`src/logic/cdt_map.vh`:
```
// Register offsets, field positions and reset values of the countdown timers
// Assumes word addressing within the timer register window
`ifndef CDT_MAP_VH
`define CDT_MAP_VH
// -----------------------------------------------------------------
// Window
// -----------------------------------------------------------------
`define CDT_WIN_BASE 22'h00_0C00
`define CDT_WIN_WORDS 7'h40
// -----------------------------------------------------------------
// Per timer block of 8 words: timer n at offset 8*n
// -----------------------------------------------------------------
`define CDT_TMR_STRIDE 6'h08
`define CDT_OFF_COUNT_LO 3'h0
`define CDT_OFF_COUNT_HI 3'h1
`define CDT_OFF_PERIOD_LO 3'h2
`define CDT_OFF_PERIOD_HI 3'h3
`define CDT_OFF_CTRL 3'h4
`define CDT_OFF_PRESCALE 3'h6
// -----------------------------------------------------------------
// Shared words
// -----------------------------------------------------------------
`define CDT_OFF_IRQ_STATUS 6'h30
`define CDT_OFF_IRQ_MASK 6'h31
`define CDT_OFF_CLK_SEL 6'h32
// -----------------------------------------------------------------
// Control fields
// -----------------------------------------------------------------
`define CDT_CTRL_STOP 4
`define CDT_CTRL_RELOAD 5
`define CDT_CTRL_ROUTE13 6
// -----------------------------------------------------------------
// Reset values
// -----------------------------------------------------------------
`define CDT_RST_PERIOD 32'hFFFF_FFFF
`define CDT_RST_PRESCALE 16'h0000
`define CDT_RST_CTRL 16'h0000
`define CDT_RST_MASK 3'h0
`define CDT_CLK_SYSTEM 2'h0
`endif

```
`src/logic/cdt_tick_gen.v`:
```
// Selects timer clock source and turns it into one-cycle ticks
// Assumes source clocks are far slower than clock and already synchronised
`timescale 1ns/100ps
`include "cdt_map.vh"
module cdt_tick_gen (
  clock,
  rst_n,
  sel,
  src_osc_one,
  src_osc_two,
  src_ext,
  tick
);
  input clock;
  input rst_n;
  input [1:0] sel;
  input src_osc_one;
  input src_osc_two;
  input src_ext;
  output tick;
  wire clock;
  wire rst_n;
  wire [1:0] sel;
  wire src_osc_one;
  wire src_osc_two;
  wire src_ext;
  reg src_q;
  reg prev_q;
  wire src_d;
  // -----------------------------------------------------------------
  // Source mux
  // -----------------------------------------------------------------
  assign src_d = (sel == 2'h1) ? src_osc_one :
                 (sel == 2'h2) ? src_osc_two : src_ext;
  always @(posedge clock or negedge rst_n) begin
    if (!rst_n) begin
      src_q <= 1'b0;
      prev_q <= 1'b0;
    end else begin
      src_q <= src_d;
      prev_q <= src_q;
    end
  end
  // System clock output gives a tick every cycle
  assign tick = (sel == `CDT_CLK_SYSTEM) ? 1'b1 : (src_q & ~prev_q);
endmodule // cdt_tick_gen

```
`src/logic/cdt_timer.v`:
```
// One down counter with period, 16-bit prescaler and auto reload
// Assumes tick is a one-cycle enable in the clock domain
`timescale 1ns/100ps
`include "cdt_map.vh"
module cdt_timer #(
  parameter CW = 32,
  parameter PW = 16
) (
  clock,
  rst_n,
  tick,
  stop,
  reload_req,
  period,
  prescale,
  count,
  zero_evt
);
  input clock;
  input rst_n;
  input tick;
  input stop;
  input reload_req;
  input [CW-1:0] period;
  input [PW-1:0] prescale;
  output [CW-1:0] count;
  output zero_evt;
  wire clock;
  wire rst_n;
  wire tick;
  wire stop;
  wire reload_req;
  wire [CW-1:0] period;
  wire [PW-1:0] prescale;
  reg [CW-1:0] count_q;
  reg [PW-1:0] psc_q;
  wire step;
  wire at_zero;
  // -----------------------------------------------------------------
  // Prescaler and counter
  // -----------------------------------------------------------------
  // Prescale value n divides by n+1, so zero means no division
  assign step = tick & ~stop & (psc_q == {PW{1'b0}});
  assign at_zero = (count_q == {CW{1'b0}});
  assign zero_evt = step & at_zero;
  assign count = count_q;
  always @(posedge clock or negedge rst_n) begin
    if (!rst_n) begin
      count_q <= `CDT_RST_PERIOD;
      psc_q <= `CDT_RST_PRESCALE;
    end else if (reload_req) begin
      count_q <= period;
      psc_q <= prescale;
    end else if (tick & ~stop) begin
      if (psc_q == {PW{1'b0}}) begin
        psc_q <= prescale;
        if (at_zero) begin
          count_q <= period;
        end else begin
          count_q <= count_q - {{(CW-1){1'b0}}, 1'b1};
        end
      end else begin
        psc_q <= psc_q - {{(PW-1){1'b0}}, 1'b1};
      end
    end
  end
endmodule // cdt_timer

```
`src/logic/cdt_top.v`:
```
// Three countdown timers with register window and interrupt outputs
// Assumes a word-addressed CPU bus port, read data one cycle after strobe
`timescale 1ns/100ps
`include "cdt_map.vh"
// What this block does
// - Three 32-bit timers with 16-bit prescalers
// - Count down, interrupt request at zero
// - Decrement once per prescaled tick
// - Auto reload from period at zero
// - Timer two drives line fourteen directly
// - Timer two picks one of four clocks
// - Timer one routable to line thirteen
// - Timer zero goes to interrupt expander
// - 64-word window at 0x0C00, no unlock
// - Window sits directly on CPU bus
// - Accepts 16-bit and 32-bit accesses
module cdt_top #(
  parameter AW = 22
) (
  clock,
  rst_b,
  bus_addr,
  bus_wdata,
  bus_wr,
  bus_rd,
  bus_wide,
  bus_rdata,
  internal_oscillator_one,
  internal_oscillator_two,
  ext_clock_src,
  interrupt_expander_req,
  cpu_irq_line_thirteen,
  cpu_irq_line_fourteen,
  irq
);
  input clock;
  input rst_b;
  input [AW-1:0] bus_addr;
  input [31:0] bus_wdata;
  input bus_wr;
  input bus_rd;
  input bus_wide;
  output [31:0] bus_rdata;
  input internal_oscillator_one;
  input internal_oscillator_two;
  input ext_clock_src;
  output interrupt_expander_req;
  output cpu_irq_line_thirteen;
  output cpu_irq_line_fourteen;
  output irq;
  wire clock;
  wire rst_b;
  wire [AW-1:0] bus_addr;
  wire [31:0] bus_wdata;
  wire bus_wr;
  wire bus_rd;
  wire bus_wide;
  wire internal_oscillator_one;
  wire internal_oscillator_two;
  wire ext_clock_src;
  // -----------------------------------------------------------------
  // Reset release
  // -----------------------------------------------------------------
  // Two edges of delay keep a late release from splitting the timers
  reg rst_s1_q;
  reg rst_s2_q;
  wire rst_n;
  always @(posedge clock or negedge rst_b) begin
    if (!rst_b) begin
      rst_s1_q <= 1'b0;
      rst_s2_q <= 1'b0;
    end else begin
      rst_s1_q <= 1'b1;
      rst_s2_q <= rst_s1_q;
    end
  end
  assign rst_n = rst_s2_q;
  // -----------------------------------------------------------------
  // Address decode
  // -----------------------------------------------------------------
  // Straight decode on the CPU bus, no bridge, so no wait states
  wire in_win;
  wire [5:0] woff;
  wire [AW-1:0] win_base;
  assign win_base = `CDT_WIN_BASE;
  assign in_win = (bus_addr[AW-1:6] == win_base[AW-1:6]);
  assign woff = bus_addr[5:0];
  // Timer index of a word offset, 3 means shared area or the holes at 0x18 to 0x2F
  function [1:0] tmr_of;
    input [5:0] off;
    begin
      tmr_of = off[5:4] == 2'h3 ? 2'h3 : off[4:3];
      if (off[5]) begin
        tmr_of = 2'h3;
      end
    end
  endfunction
  // Wide access writes the addressed even word and the one above it
  wire [5:0] woff_hi;
  wire wide_ok;
  assign woff_hi = woff | 6'h01;
  assign wide_ok = bus_wide & ~woff[0];
  // Write strobe for a word offset: low half or high half of a wide write
  function wr_hit;
    input [5:0] off;
    input [5:0] lo;
    input [5:0] hi;
    input wide;
    begin
      wr_hit = (off == lo) | (wide & (off == hi));
    end
  endfunction
  function [15:0] wr_val;
    input [5:0] off;
    input [5:0] lo;
    input [31:0] wd;
    begin
      wr_val = (off == lo) ? wd[15:0] : wd[31:16];
    end
  endfunction
  // Window writes need no unlock step
  wire wr_en;
  assign wr_en = bus_wr & in_win;
  // -----------------------------------------------------------------
  // Timer registers and instances
  // -----------------------------------------------------------------
  reg [31:0] period_q [0:2];
  reg [15:0] prescale_q [0:2];
  reg [15:0] ctrl_q [0:2];
  reg [2:0] reload_q;
  wire [31:0] count_w [0:2];
  wire [2:0] zero_w;
  wire [2:0] tick_w;
  reg [1:0] clk_sel_q;
  // -----------------------------------------------------------------
  // Timer two clock source
  // -----------------------------------------------------------------
  cdt_tick_gen u_tick2 (
    .clock(clock),
    .rst_n(rst_n),
    .sel(clk_sel_q),
    .src_osc_one(internal_oscillator_one),
    .src_osc_two(internal_oscillator_two),
    .src_ext(ext_clock_src),
    .tick(tick_w[2])
  );
  // Timers zero and one count the CPU clock
  assign tick_w[1:0] = 2'h3;
  genvar gi;
  generate
    for (gi = 0; gi < 3; gi = gi + 1) begin : g_tmr
      wire [5:0] base;
      wire [5:0] a_plo;
      wire [5:0] a_phi;
      // Stride product cut to the offset width on purpose
      localparam integer base_int = gi * `CDT_TMR_STRIDE;
      assign base = base_int[5:0];
      assign a_plo = base | {3'h0, `CDT_OFF_PERIOD_LO};
      assign a_phi = base | {3'h0, `CDT_OFF_PERIOD_HI};
      always @(posedge clock or negedge rst_n) begin
        if (!rst_n) begin
          period_q[gi] <= `CDT_RST_PERIOD;
          prescale_q[gi] <= `CDT_RST_PRESCALE;
          ctrl_q[gi] <= `CDT_RST_CTRL;
          reload_q[gi] <= 1'b0;
        end else begin
          reload_q[gi] <= 1'b0;
          // Count words are read only, so writes there are dropped
          if (wr_en && tmr_of(woff) == gi) begin
            if (wr_hit(a_plo, woff, woff_hi, wide_ok)) begin
              period_q[gi][15:0] <= wr_val(a_plo, woff, bus_wdata);
            end
            if (wr_hit(a_phi, woff, woff_hi, wide_ok)) begin
              period_q[gi][31:16] <= wr_val(a_phi, woff, bus_wdata);
            end
            if (woff == (base | {3'h0, `CDT_OFF_CTRL})) begin
              ctrl_q[gi] <= bus_wdata[15:0] & 16'h0050;
              reload_q[gi] <= bus_wdata[`CDT_CTRL_RELOAD];
            end
            if (woff == (base | {3'h0, `CDT_OFF_PRESCALE})) begin
              prescale_q[gi] <= bus_wdata[15:0];
            end
          end
        end
      end
      cdt_timer #(
        .CW(32),
        .PW(16)
      ) u_timer (
        .clock(clock),
        .rst_n(rst_n),
        .tick(tick_w[gi]),
        .stop(ctrl_q[gi][`CDT_CTRL_STOP]),
        .reload_req(reload_q[gi]),
        .period(period_q[gi]),
        .prescale(prescale_q[gi]),
        .count(count_w[gi]),
        .zero_evt(zero_w[gi])
      );
    end
  endgenerate
  // -----------------------------------------------------------------
  // Interrupt status and mask
  // -----------------------------------------------------------------
  reg [2:0] irq_stat_q;
  reg [2:0] irq_mask_q;
  wire [2:0] stat_clr;
  assign stat_clr = (wr_en && woff == `CDT_OFF_IRQ_STATUS) ? bus_wdata[2:0] : 3'h0;
  // A wide write at the status word carries the mask in its upper half
  wire [15:0] mask_wv;
  assign mask_wv = wr_val(`CDT_OFF_IRQ_MASK, woff, bus_wdata);
  always @(posedge clock or negedge rst_n) begin
    if (!rst_n) begin
      irq_stat_q <= 3'h0;
      irq_mask_q <= `CDT_RST_MASK;
      clk_sel_q <= `CDT_CLK_SYSTEM;
    end else begin
      // Status sets whatever the mask, so masked timers can be polled
      // Set wins over a clear in the same cycle
      irq_stat_q <= (irq_stat_q & ~stat_clr) | zero_w;
      if (wr_en && wr_hit(`CDT_OFF_IRQ_MASK, woff, woff_hi, wide_ok)) begin
        irq_mask_q <= mask_wv[2:0];
      end
      if (wr_en && woff == `CDT_OFF_CLK_SEL) begin
        clk_sel_q <= bus_wdata[1:0];
      end
    end
  end
  // -----------------------------------------------------------------
  // Interrupt outputs
  // -----------------------------------------------------------------
  wire [2:0] irq_act;
  assign irq_act = irq_stat_q & irq_mask_q;
  assign interrupt_expander_req = irq_act[0];
  // Line thirteen only when software routes timer one there
  assign cpu_irq_line_thirteen = irq_act[1] & ctrl_q[1][`CDT_CTRL_ROUTE13];
  assign cpu_irq_line_fourteen = irq_act[2];
  assign irq = |irq_act;
  // -----------------------------------------------------------------
  // Read path
  // -----------------------------------------------------------------
  // Wide reads pair the even word with the one above it
  function [15:0] rd_word;
    input [5:0] off;
    input [31:0] c0;
    input [31:0] c1;
    input [31:0] c2;
    input [31:0] p0;
    input [31:0] p1;
    input [31:0] p2;
    input [47:0] cp;
    input [47:0] ps;
    input [8:0] sh;
    reg [31:0] c;
    reg [31:0] p;
    begin
      c = off[4:3] == 2'h0 ? c0 : off[4:3] == 2'h1 ? c1 : c2;
      p = off[4:3] == 2'h0 ? p0 : off[4:3] == 2'h1 ? p1 : p2;
      // Holes at offsets 0x18 to 0x2F read as zero
      rd_word = 16'h0000;
      if (off[5]) begin
        case (off)
          `CDT_OFF_IRQ_STATUS: rd_word = {13'h0000, sh[2:0]};
          `CDT_OFF_IRQ_MASK: rd_word = {13'h0000, sh[5:3]};
          `CDT_OFF_CLK_SEL: rd_word = {14'h0000, sh[7:6]};
          default: rd_word = 16'h0000;
        endcase
      end else if (off[4:3] != 2'h3) begin
        case (off[2:0])
          `CDT_OFF_COUNT_LO: rd_word = c[15:0];
          `CDT_OFF_COUNT_HI: rd_word = c[31:16];
          `CDT_OFF_PERIOD_LO: rd_word = p[15:0];
          `CDT_OFF_PERIOD_HI: rd_word = p[31:16];
          `CDT_OFF_CTRL: rd_word = cp[off[4:3]*16 +: 16];
          `CDT_OFF_PRESCALE: rd_word = ps[off[4:3]*16 +: 16];
          default: rd_word = 16'h0000;
        endcase
      end
    end
  endfunction
  wire [47:0] ctrl_all;
  wire [47:0] psc_all;
  wire [8:0] shared_all;
  wire [15:0] rd_lo;
  wire [15:0] rd_hi;
  assign ctrl_all = {ctrl_q[2], ctrl_q[1], ctrl_q[0]};
  assign psc_all = {prescale_q[2], prescale_q[1], prescale_q[0]};
  assign shared_all = {1'b0, clk_sel_q, irq_mask_q, irq_stat_q};
  assign rd_lo = rd_word(woff, count_w[0], count_w[1], count_w[2], period_q[0],
                         period_q[1], period_q[2], ctrl_all, psc_all, shared_all);
  assign rd_hi = rd_word(woff_hi, count_w[0], count_w[1], count_w[2], period_q[0],
                         period_q[1], period_q[2], ctrl_all, psc_all, shared_all);
  // Back to zero after one cycle, so no stale word lingers on the bus
  reg [31:0] rdata_q;
  always @(posedge clock or negedge rst_n) begin
    if (!rst_n) begin
      rdata_q <= 32'h0000_0000;
    end else if (bus_rd && in_win) begin
      rdata_q <= {wide_ok ? rd_hi : 16'h0000, rd_lo};
    end else begin
      rdata_q <= 32'h0000_0000;
    end
  end
  assign bus_rdata = rdata_q;
endmodule // cdt_top

```
`config.mk`:
```
export PLATFORM = sky130hd
export DESIGN_NAME = cdt_top
export DESIGN_NICKNAME = d
export VERILOG_FILES = /design/src/logic/cdt_tick_gen.v /design/src/logic/cdt_timer.v /design/src/logic/cdt_top.v
export VERILOG_INCLUDE_DIRS = /design/src /design/src/logic
export SDC_FILE = /design/constraint.sdc
export NUM_CORES = 1
export LEC_CHECK = 0
export BUFFER_PORTS_ARGS = -buffer_cell sky130_fd_sc_hd__buf_2
export CAP_MARGIN = 20
export CELL_PAD_IN_SITES_DETAIL_PLACEMENT = 0
export CELL_PAD_IN_SITES_GLOBAL_PLACEMENT = 1
export CORE_UTILIZATION = 49
export DETAILED_ROUTE_END_ITERATION = 12
export GPL_TIMING_DRIVEN = 0
export PLACE_DENSITY = 0.89
export SYNTH_ARGS = -nofsm -noshare
export SYNTH_HDL_FRONTEND = slang
export SYNTH_HIERARCHICAL = 1
export SYNTH_SLANG_ARGS = --single-unit
```
`constraint.sdc`:
```
create_clock -name clock -period 10.8 [get_ports clock]
set_input_delay 1.08 -clock clock [delete_from_list [all_inputs] [get_ports clock]]
set_output_delay 1.08 -clock clock [all_outputs]
set_load 0.01 [all_outputs]
```
* Word-level counts from Yosys, hierarchy flattened
Cells that the tools add are included. Widths: inputs -> output; s select.
Word-level totals: register bits after elaboration 341, bits of input ports 62, output and inout port bits 36, word-level logic and storage cells 192
Cells by class: $add $sub $neg 6, eq/ne operators 37, shift-type cells 2, mux-type cells 51, bitwise logic cells 28, reduce and logical (&&, ||, !) cells 39
Operators with widths (count):
- $mux 32 | 17
- $mux 16 | 17
- $logic_not 32->1 | 3
- $pmux 16 s6 | 1
- $shiftx 48x7->16 | 2
- $sub 32x1->32 const B | 3
- $logic_not 16->1 | 3
- $pmux 16 s3 | 1
- $sub 16x1->16 const B | 3
- $reduce_and 2->1 | 15
- $eq 6x6->1 const B | 3
- $eq 16x6->1 const B | 1
- $and 1x1->1 | 15
- $eq 2x6->1 const A | 2
- $eq 4x6->1 const A | 2
- $eq 5x6->1 const A | 2
- $eq 6x3->1 const B | 2
- $eq 6x4->1 const B | 2
- $eq 6x5->1 const B | 2
- $mux 1 | 9
- $mux 3 | 3
- $pmux 3 s3 | 1
- $eq 2x1->1 const B | 4
- $logic_not 2->1 | 4
- 22 further kinds | 46

* Longest topological paths before layout
depth after elaboration 8, mapped depth 10, depth with buffers taken out 8

* Cells and area by module
The synthesis kept the hierarchy.
Modules (own cells, without submodules):
- cdt_top | times used 1, cells each 953, area an instance 10671.5 um2, seq. area each 4999.8 um2
- cdt_timer (g_tmr[0].u_timer ...) | times used 2, cells each 416, area an instance 3306.9 um2, seq. area each 1241.2 um2
- cdt_timer (g_tmr[2].u_timer) | times used 1, cells each 396, area an instance 3303.2 um2, seq. area each 1241.2 um2
- cdt_tick_gen | times used 1, cells each 7, area an instance 90.1 um2, seq. area each 50.0 um2

* Worst setup path after synthesis
Ideal clock, no wire load.
kind input to register, start point input port bus_addr[5], end point register prescale_q[37] in the netlist's numbering, setup time 0.125 ns, arrival 2.657 ns, slack 8.018 ns, stages 8, path buffers 4, path through clkbuf_1 -> and4b_1 -> buf_2 -> and2_1 -> buf_4 -> nand3_4 -> buf_2 -> mux2_2
On the way: word-level cells in the longest chain between the ends 6
Ends and longest elaborated chain:
- start: declaration | RTL line cdt_top.v:53 | wire [AW-1:0] bus_addr;
- $eq 2x2->1 | RTL line cdt_top.v:92 | tmr_of = off[5:4] == 2'h3 ? 2'h3 : off[4:3];
- $mux 2 | RTL line cdt_top.v:92
- $mux 2 | RTL line cdt_top.v:93 | if (off[5]) begin
- $logic_not 2->1 | RTL line cdt_top.v:169 | if (wr_en && tmr_of(woff) == gi) begin
- $logic_and 1x1->1 | RTL line cdt_top.v:169
- $reduce_and 2->1 (no source line) (*)
- end signal: indexed assignment | RTL line cdt_top.v:163 | prescale_q[gi] <= `CDT_RST_PRESCALE;
- end signal: indexed assignment | RTL line cdt_top.v:181 | prescale_q[gi] <= bus_wdata[15:0];
- end: declaration | RTL line cdt_top.v:128 | reg [15:0] prescale_q [0:2];
Every way passes the cells marked *; elsewhere a longest branch is shown, timed or not. A chain may end at the register's enable or synchronous reset.

* Worst setup path in the final report
start point input port bus_addr[3], end point register rdata_q[4] (netlist: bus_rdata[4])
On the way: word-level cells in the longest chain between the ends 7
Ends and longest elaborated chain:
- branches (longest 4 deep; another with $shiftx 48x7->16)
- $mux 16 (*) | RTL line cdt_top.v:268 | end else if (off[4:3] != 2'h3) begin
- $mux 16 (*) | RTL line cdt_top.v:261 | if (off[5]) begin
- $mux 32 (*) | RTL line cdt_top.v:298 | end else if (bus_rd && in_win) begin
- end signal: assignment | RTL line cdt_top.v:299 | rdata_q <= {wide_ok ? rd_hi : 16'h0000, rd_lo};
- end: declaration | RTL line cdt_top.v:294 | reg [31:0] rdata_q;
Mark *: on every way between the ends.

==> run metrics <==
total CTS buffers=40; fin cells=2885; CP Data Arrival Time=3.85 ns; sequential element share of the synthesized area=0.424; final hold vios=0; slowest stage delay, CP=0.55 ns; maxcap violations=0; Worst setup EP type=flop; Area growth, synth to finish=13.3%; CP Launch Point=bus_addr[3]; post-route minimum period=3.46 ns; Async SR Flop Fraction=1.00; Max Clk Rate=289 MHz; Setup crit end=bus_rdata[4]; Core Region=41200 µm²; skew final=0.0203 ns; clk slew on worst S/H paths=0.06 ns; Post-synth EDFFs=0; 1st-iter DRT viols=2756; crit path kind=in2reg; Total Nets Final=2396; M1 GR Usage=0.535; buffer depth of the longest clock path=3; Top-Level Pins=98; RSZ-0062 raised after global routing=no; Rows=74; CTS H-Tree Depth=2; final WL=83.4 mm; Syn Area/Cell=9.45 µm²; most used cell, CP=buf_2; RR Startpoint=g_tmr[1].u_timer/count[12]; chip width=207 µm; IO buf count=83; grt ovf=0; post-detail-place hpwl=62.9 mm; Max-slew headroom=0.159; Cell Area, Placed=21900 µm²; wire per inst=28.9 µm; WHS=0.286 ns; final setup margin=7.34 ns; CTS tree=built; post-route cell area=23400 µm²; Most used DFF post-synth=dfstp_2; Distinct cells, synth=94; share of cells above drive strength 1=0.247; Synth area leader=dfstp_2; via count=19625; Required @ worst endpoint=11.19 ns; largest net degree at the start of global routing=73; worst slack, placed=7.00 ns; GRT met3 Usage=0.0809; crit path launch type=input pin; DRC violations left=0; Yosys reg bits=341; P_leak=9.82 nW; Die Footprint=43000 µm²; cts-stage hold buffer count=0; Cell Pwr Density=137 nW/µm²; die height=207 µm; period utilization=0.320; yosys warns=6; Critical-path top delay cell=mux2i_1; Synth Cell Area=20700 µm²; Top Usage Layer GRT=met2; clk_lat worst skew=0.57 ns; top-area cell type share of the netlist area=0.244; dpl cells=2812; Initial Util=0.502; Worst-Margin Slew=1.26 ns; Final Max Tran Viols=0; ANT nets after route=0; cts repair resizes=0; reg2reg setup slack=7.65 ns; Clock Sinks=341; # Post-CTS Setup Buffers=0; Final Setup Violations=0; gate count after technology mapping=2188; root buf cell=clkbuf_16; Setup TNS=0 ns; initial antenna violation count=1; gpl congestion=1.00; Area contributors post-synth=dfstp_2, dfrtp_1, mux2i_1; outcome=completed; first-pass GRT wire length=121 mm; drt pass-1 iters=6; crit-path cells=buf_2, buf_2, buf_2, mux2i_1, nor4_1, o21ai_0, a31oi_1; met2 usage=0.566; GRT Total Usage=0.382; Peak VDD IR=0.000114 V; crit-path max FO=10; worst r2r path cells=8; vias in the first global route=18136; Hold Path Class=in2async; R2R Path End=g_tmr[1].u_timer/count[17]; vias per std cell=6.80; Filler Cell Count=3617
==> metrics by stage <==
step / power (mW) / util
floorplan: 1.55 / -
global placement: 1.64 / 0.528
detailed placement: 1.66 / 0.532
CTS: 3.21 / 0.568
global route: 3.30 / 0.568
finish: 3.21 / 0.568
==> cells by family after synthesis <==
kind of cell,Yosys count,synth area share
other cells,1,0.000181
compound gates,585,0.178
buf+inv,186,0.0396
flops,341,0.424
fa+ha+maj,12,0.00726
simple gates,812,0.213
mux,251,0.137
==> worst min path at each step <==
stage | start | to | slack [ns]
after floorplan | rst_s1_q | rst_n | 0.33
after detailed placement | rst_s1_q | rst_n | 0.34
after CTS | rst_b | rst_n | 0.27
after global routing | rst_b | rst_n | 0.28
final | rst_b | rst_n | 0.29
after global placement | rst_s1_q | rst_n | 0.34
==> cells in the mapped netlist (all sizes together), types with 15 or more instances <==
library cell,number
clkbuf,90
a21oi,146
or3,17
inv,38
nor2,150
a31oi,18
buf,55
o21ai,202
nor2b,39
and3,15
nand4,28
a211oi,21
mux2i,127
o22ai,38
nand2b,16
nand2,195
or4,28
nor4,63
nand3,86
mux2,122
nor3,114
dfrtp,149
dfstp,192
==> critical path: cells and delay by family <==
kind	cells	cell delay [ns]
buffers and inverters	3	1.28
and+or+nand+nor	1	0.13
muxes	1	0.55
AOI/OAI and AO/OA	2	0.79
==> state kept, by name, indices dropped and copies added (netlist names) <==
register             cells
g_tmr.u_timer/count     96
period_q                96
g_tmr.u_timer/psc_q     48
prescale_q              48
bus_rdata               32
ctrl_all                 6
irq_mask_q               3
irq_stat_q               3
reload_q                 3
clk_sel_q                2
rst_n                    1
rst_s1_q                 1
u_tick2/prev_q           1
u_tick2/src_q            1
==> layout make-up <==
class | instances | area, µm² | share of cell area
Timing Repair Buffer | 88 | 553 | 0.0236
Multi-Input combinational cell | 1665 | 11100 | 0.474
Tap cell | 532 | 666 | 0.0284
Antenna cell | 1 | 2.50 | 0.000107
Sequential cell | 341 | 8780 | 0.375
Clock buffer | 50 | 1100 | 0.0470
Clock inverter | 22 | 394 | 0.0168
Inverter | 41 | 154 | 0.00657
Buffer | 145 | 664 | 0.0284
==> layout by cell type, fill, tap and decap left out, types with 10 or more instances in the layout <==
cell type    n
nand2b_1    15
ha_1        12
nor3_1     103
a31oi_1     18
buf_2      113
dfstp_2    192
mux2i_1    127
or3_1       17
clkbuf_16   41
nor2_1     148
nand2_1    188
a2111oi_0   11
nor4_1      54
nand4_1     26
and3_1      15
nor2b_1     39
mux2_4      40
and4_1      13
nand3_1     79
o211ai_1    14
o21ai_1     35
o32a_1      14
bufinv_16   11
a211oi_1    21
o21ai_0    166
mux2_2      77
clkbuf_1    95
dfrtp_1    148
inv_1       38
a21oi_1    145
buf_1       11
o22ai_1     38
a21o_1      10
or4_1       25
nor3_2      10
==> metal layers <==
layer	vias up	part of all wire	wire (µm)
met1	9771	0.42	34800
met4	0	0.052	4380
met5	-	0	0
met2	1173	0.43	35800
li1	8474	-	-
met3	207	0.10	8450
==> where the power goes <==
part | leakage (nW) | internal, mW | switching, mW
Combinational | 5.15 | 0.0870 | 0.182
Sequential | 3.93 | 1.32 | 0.0550
Clock | 0.737 | 0.986 | 0.576
Total | 9.82 | 2.39 | 0.812
Power figures use the tool's default switching activity.
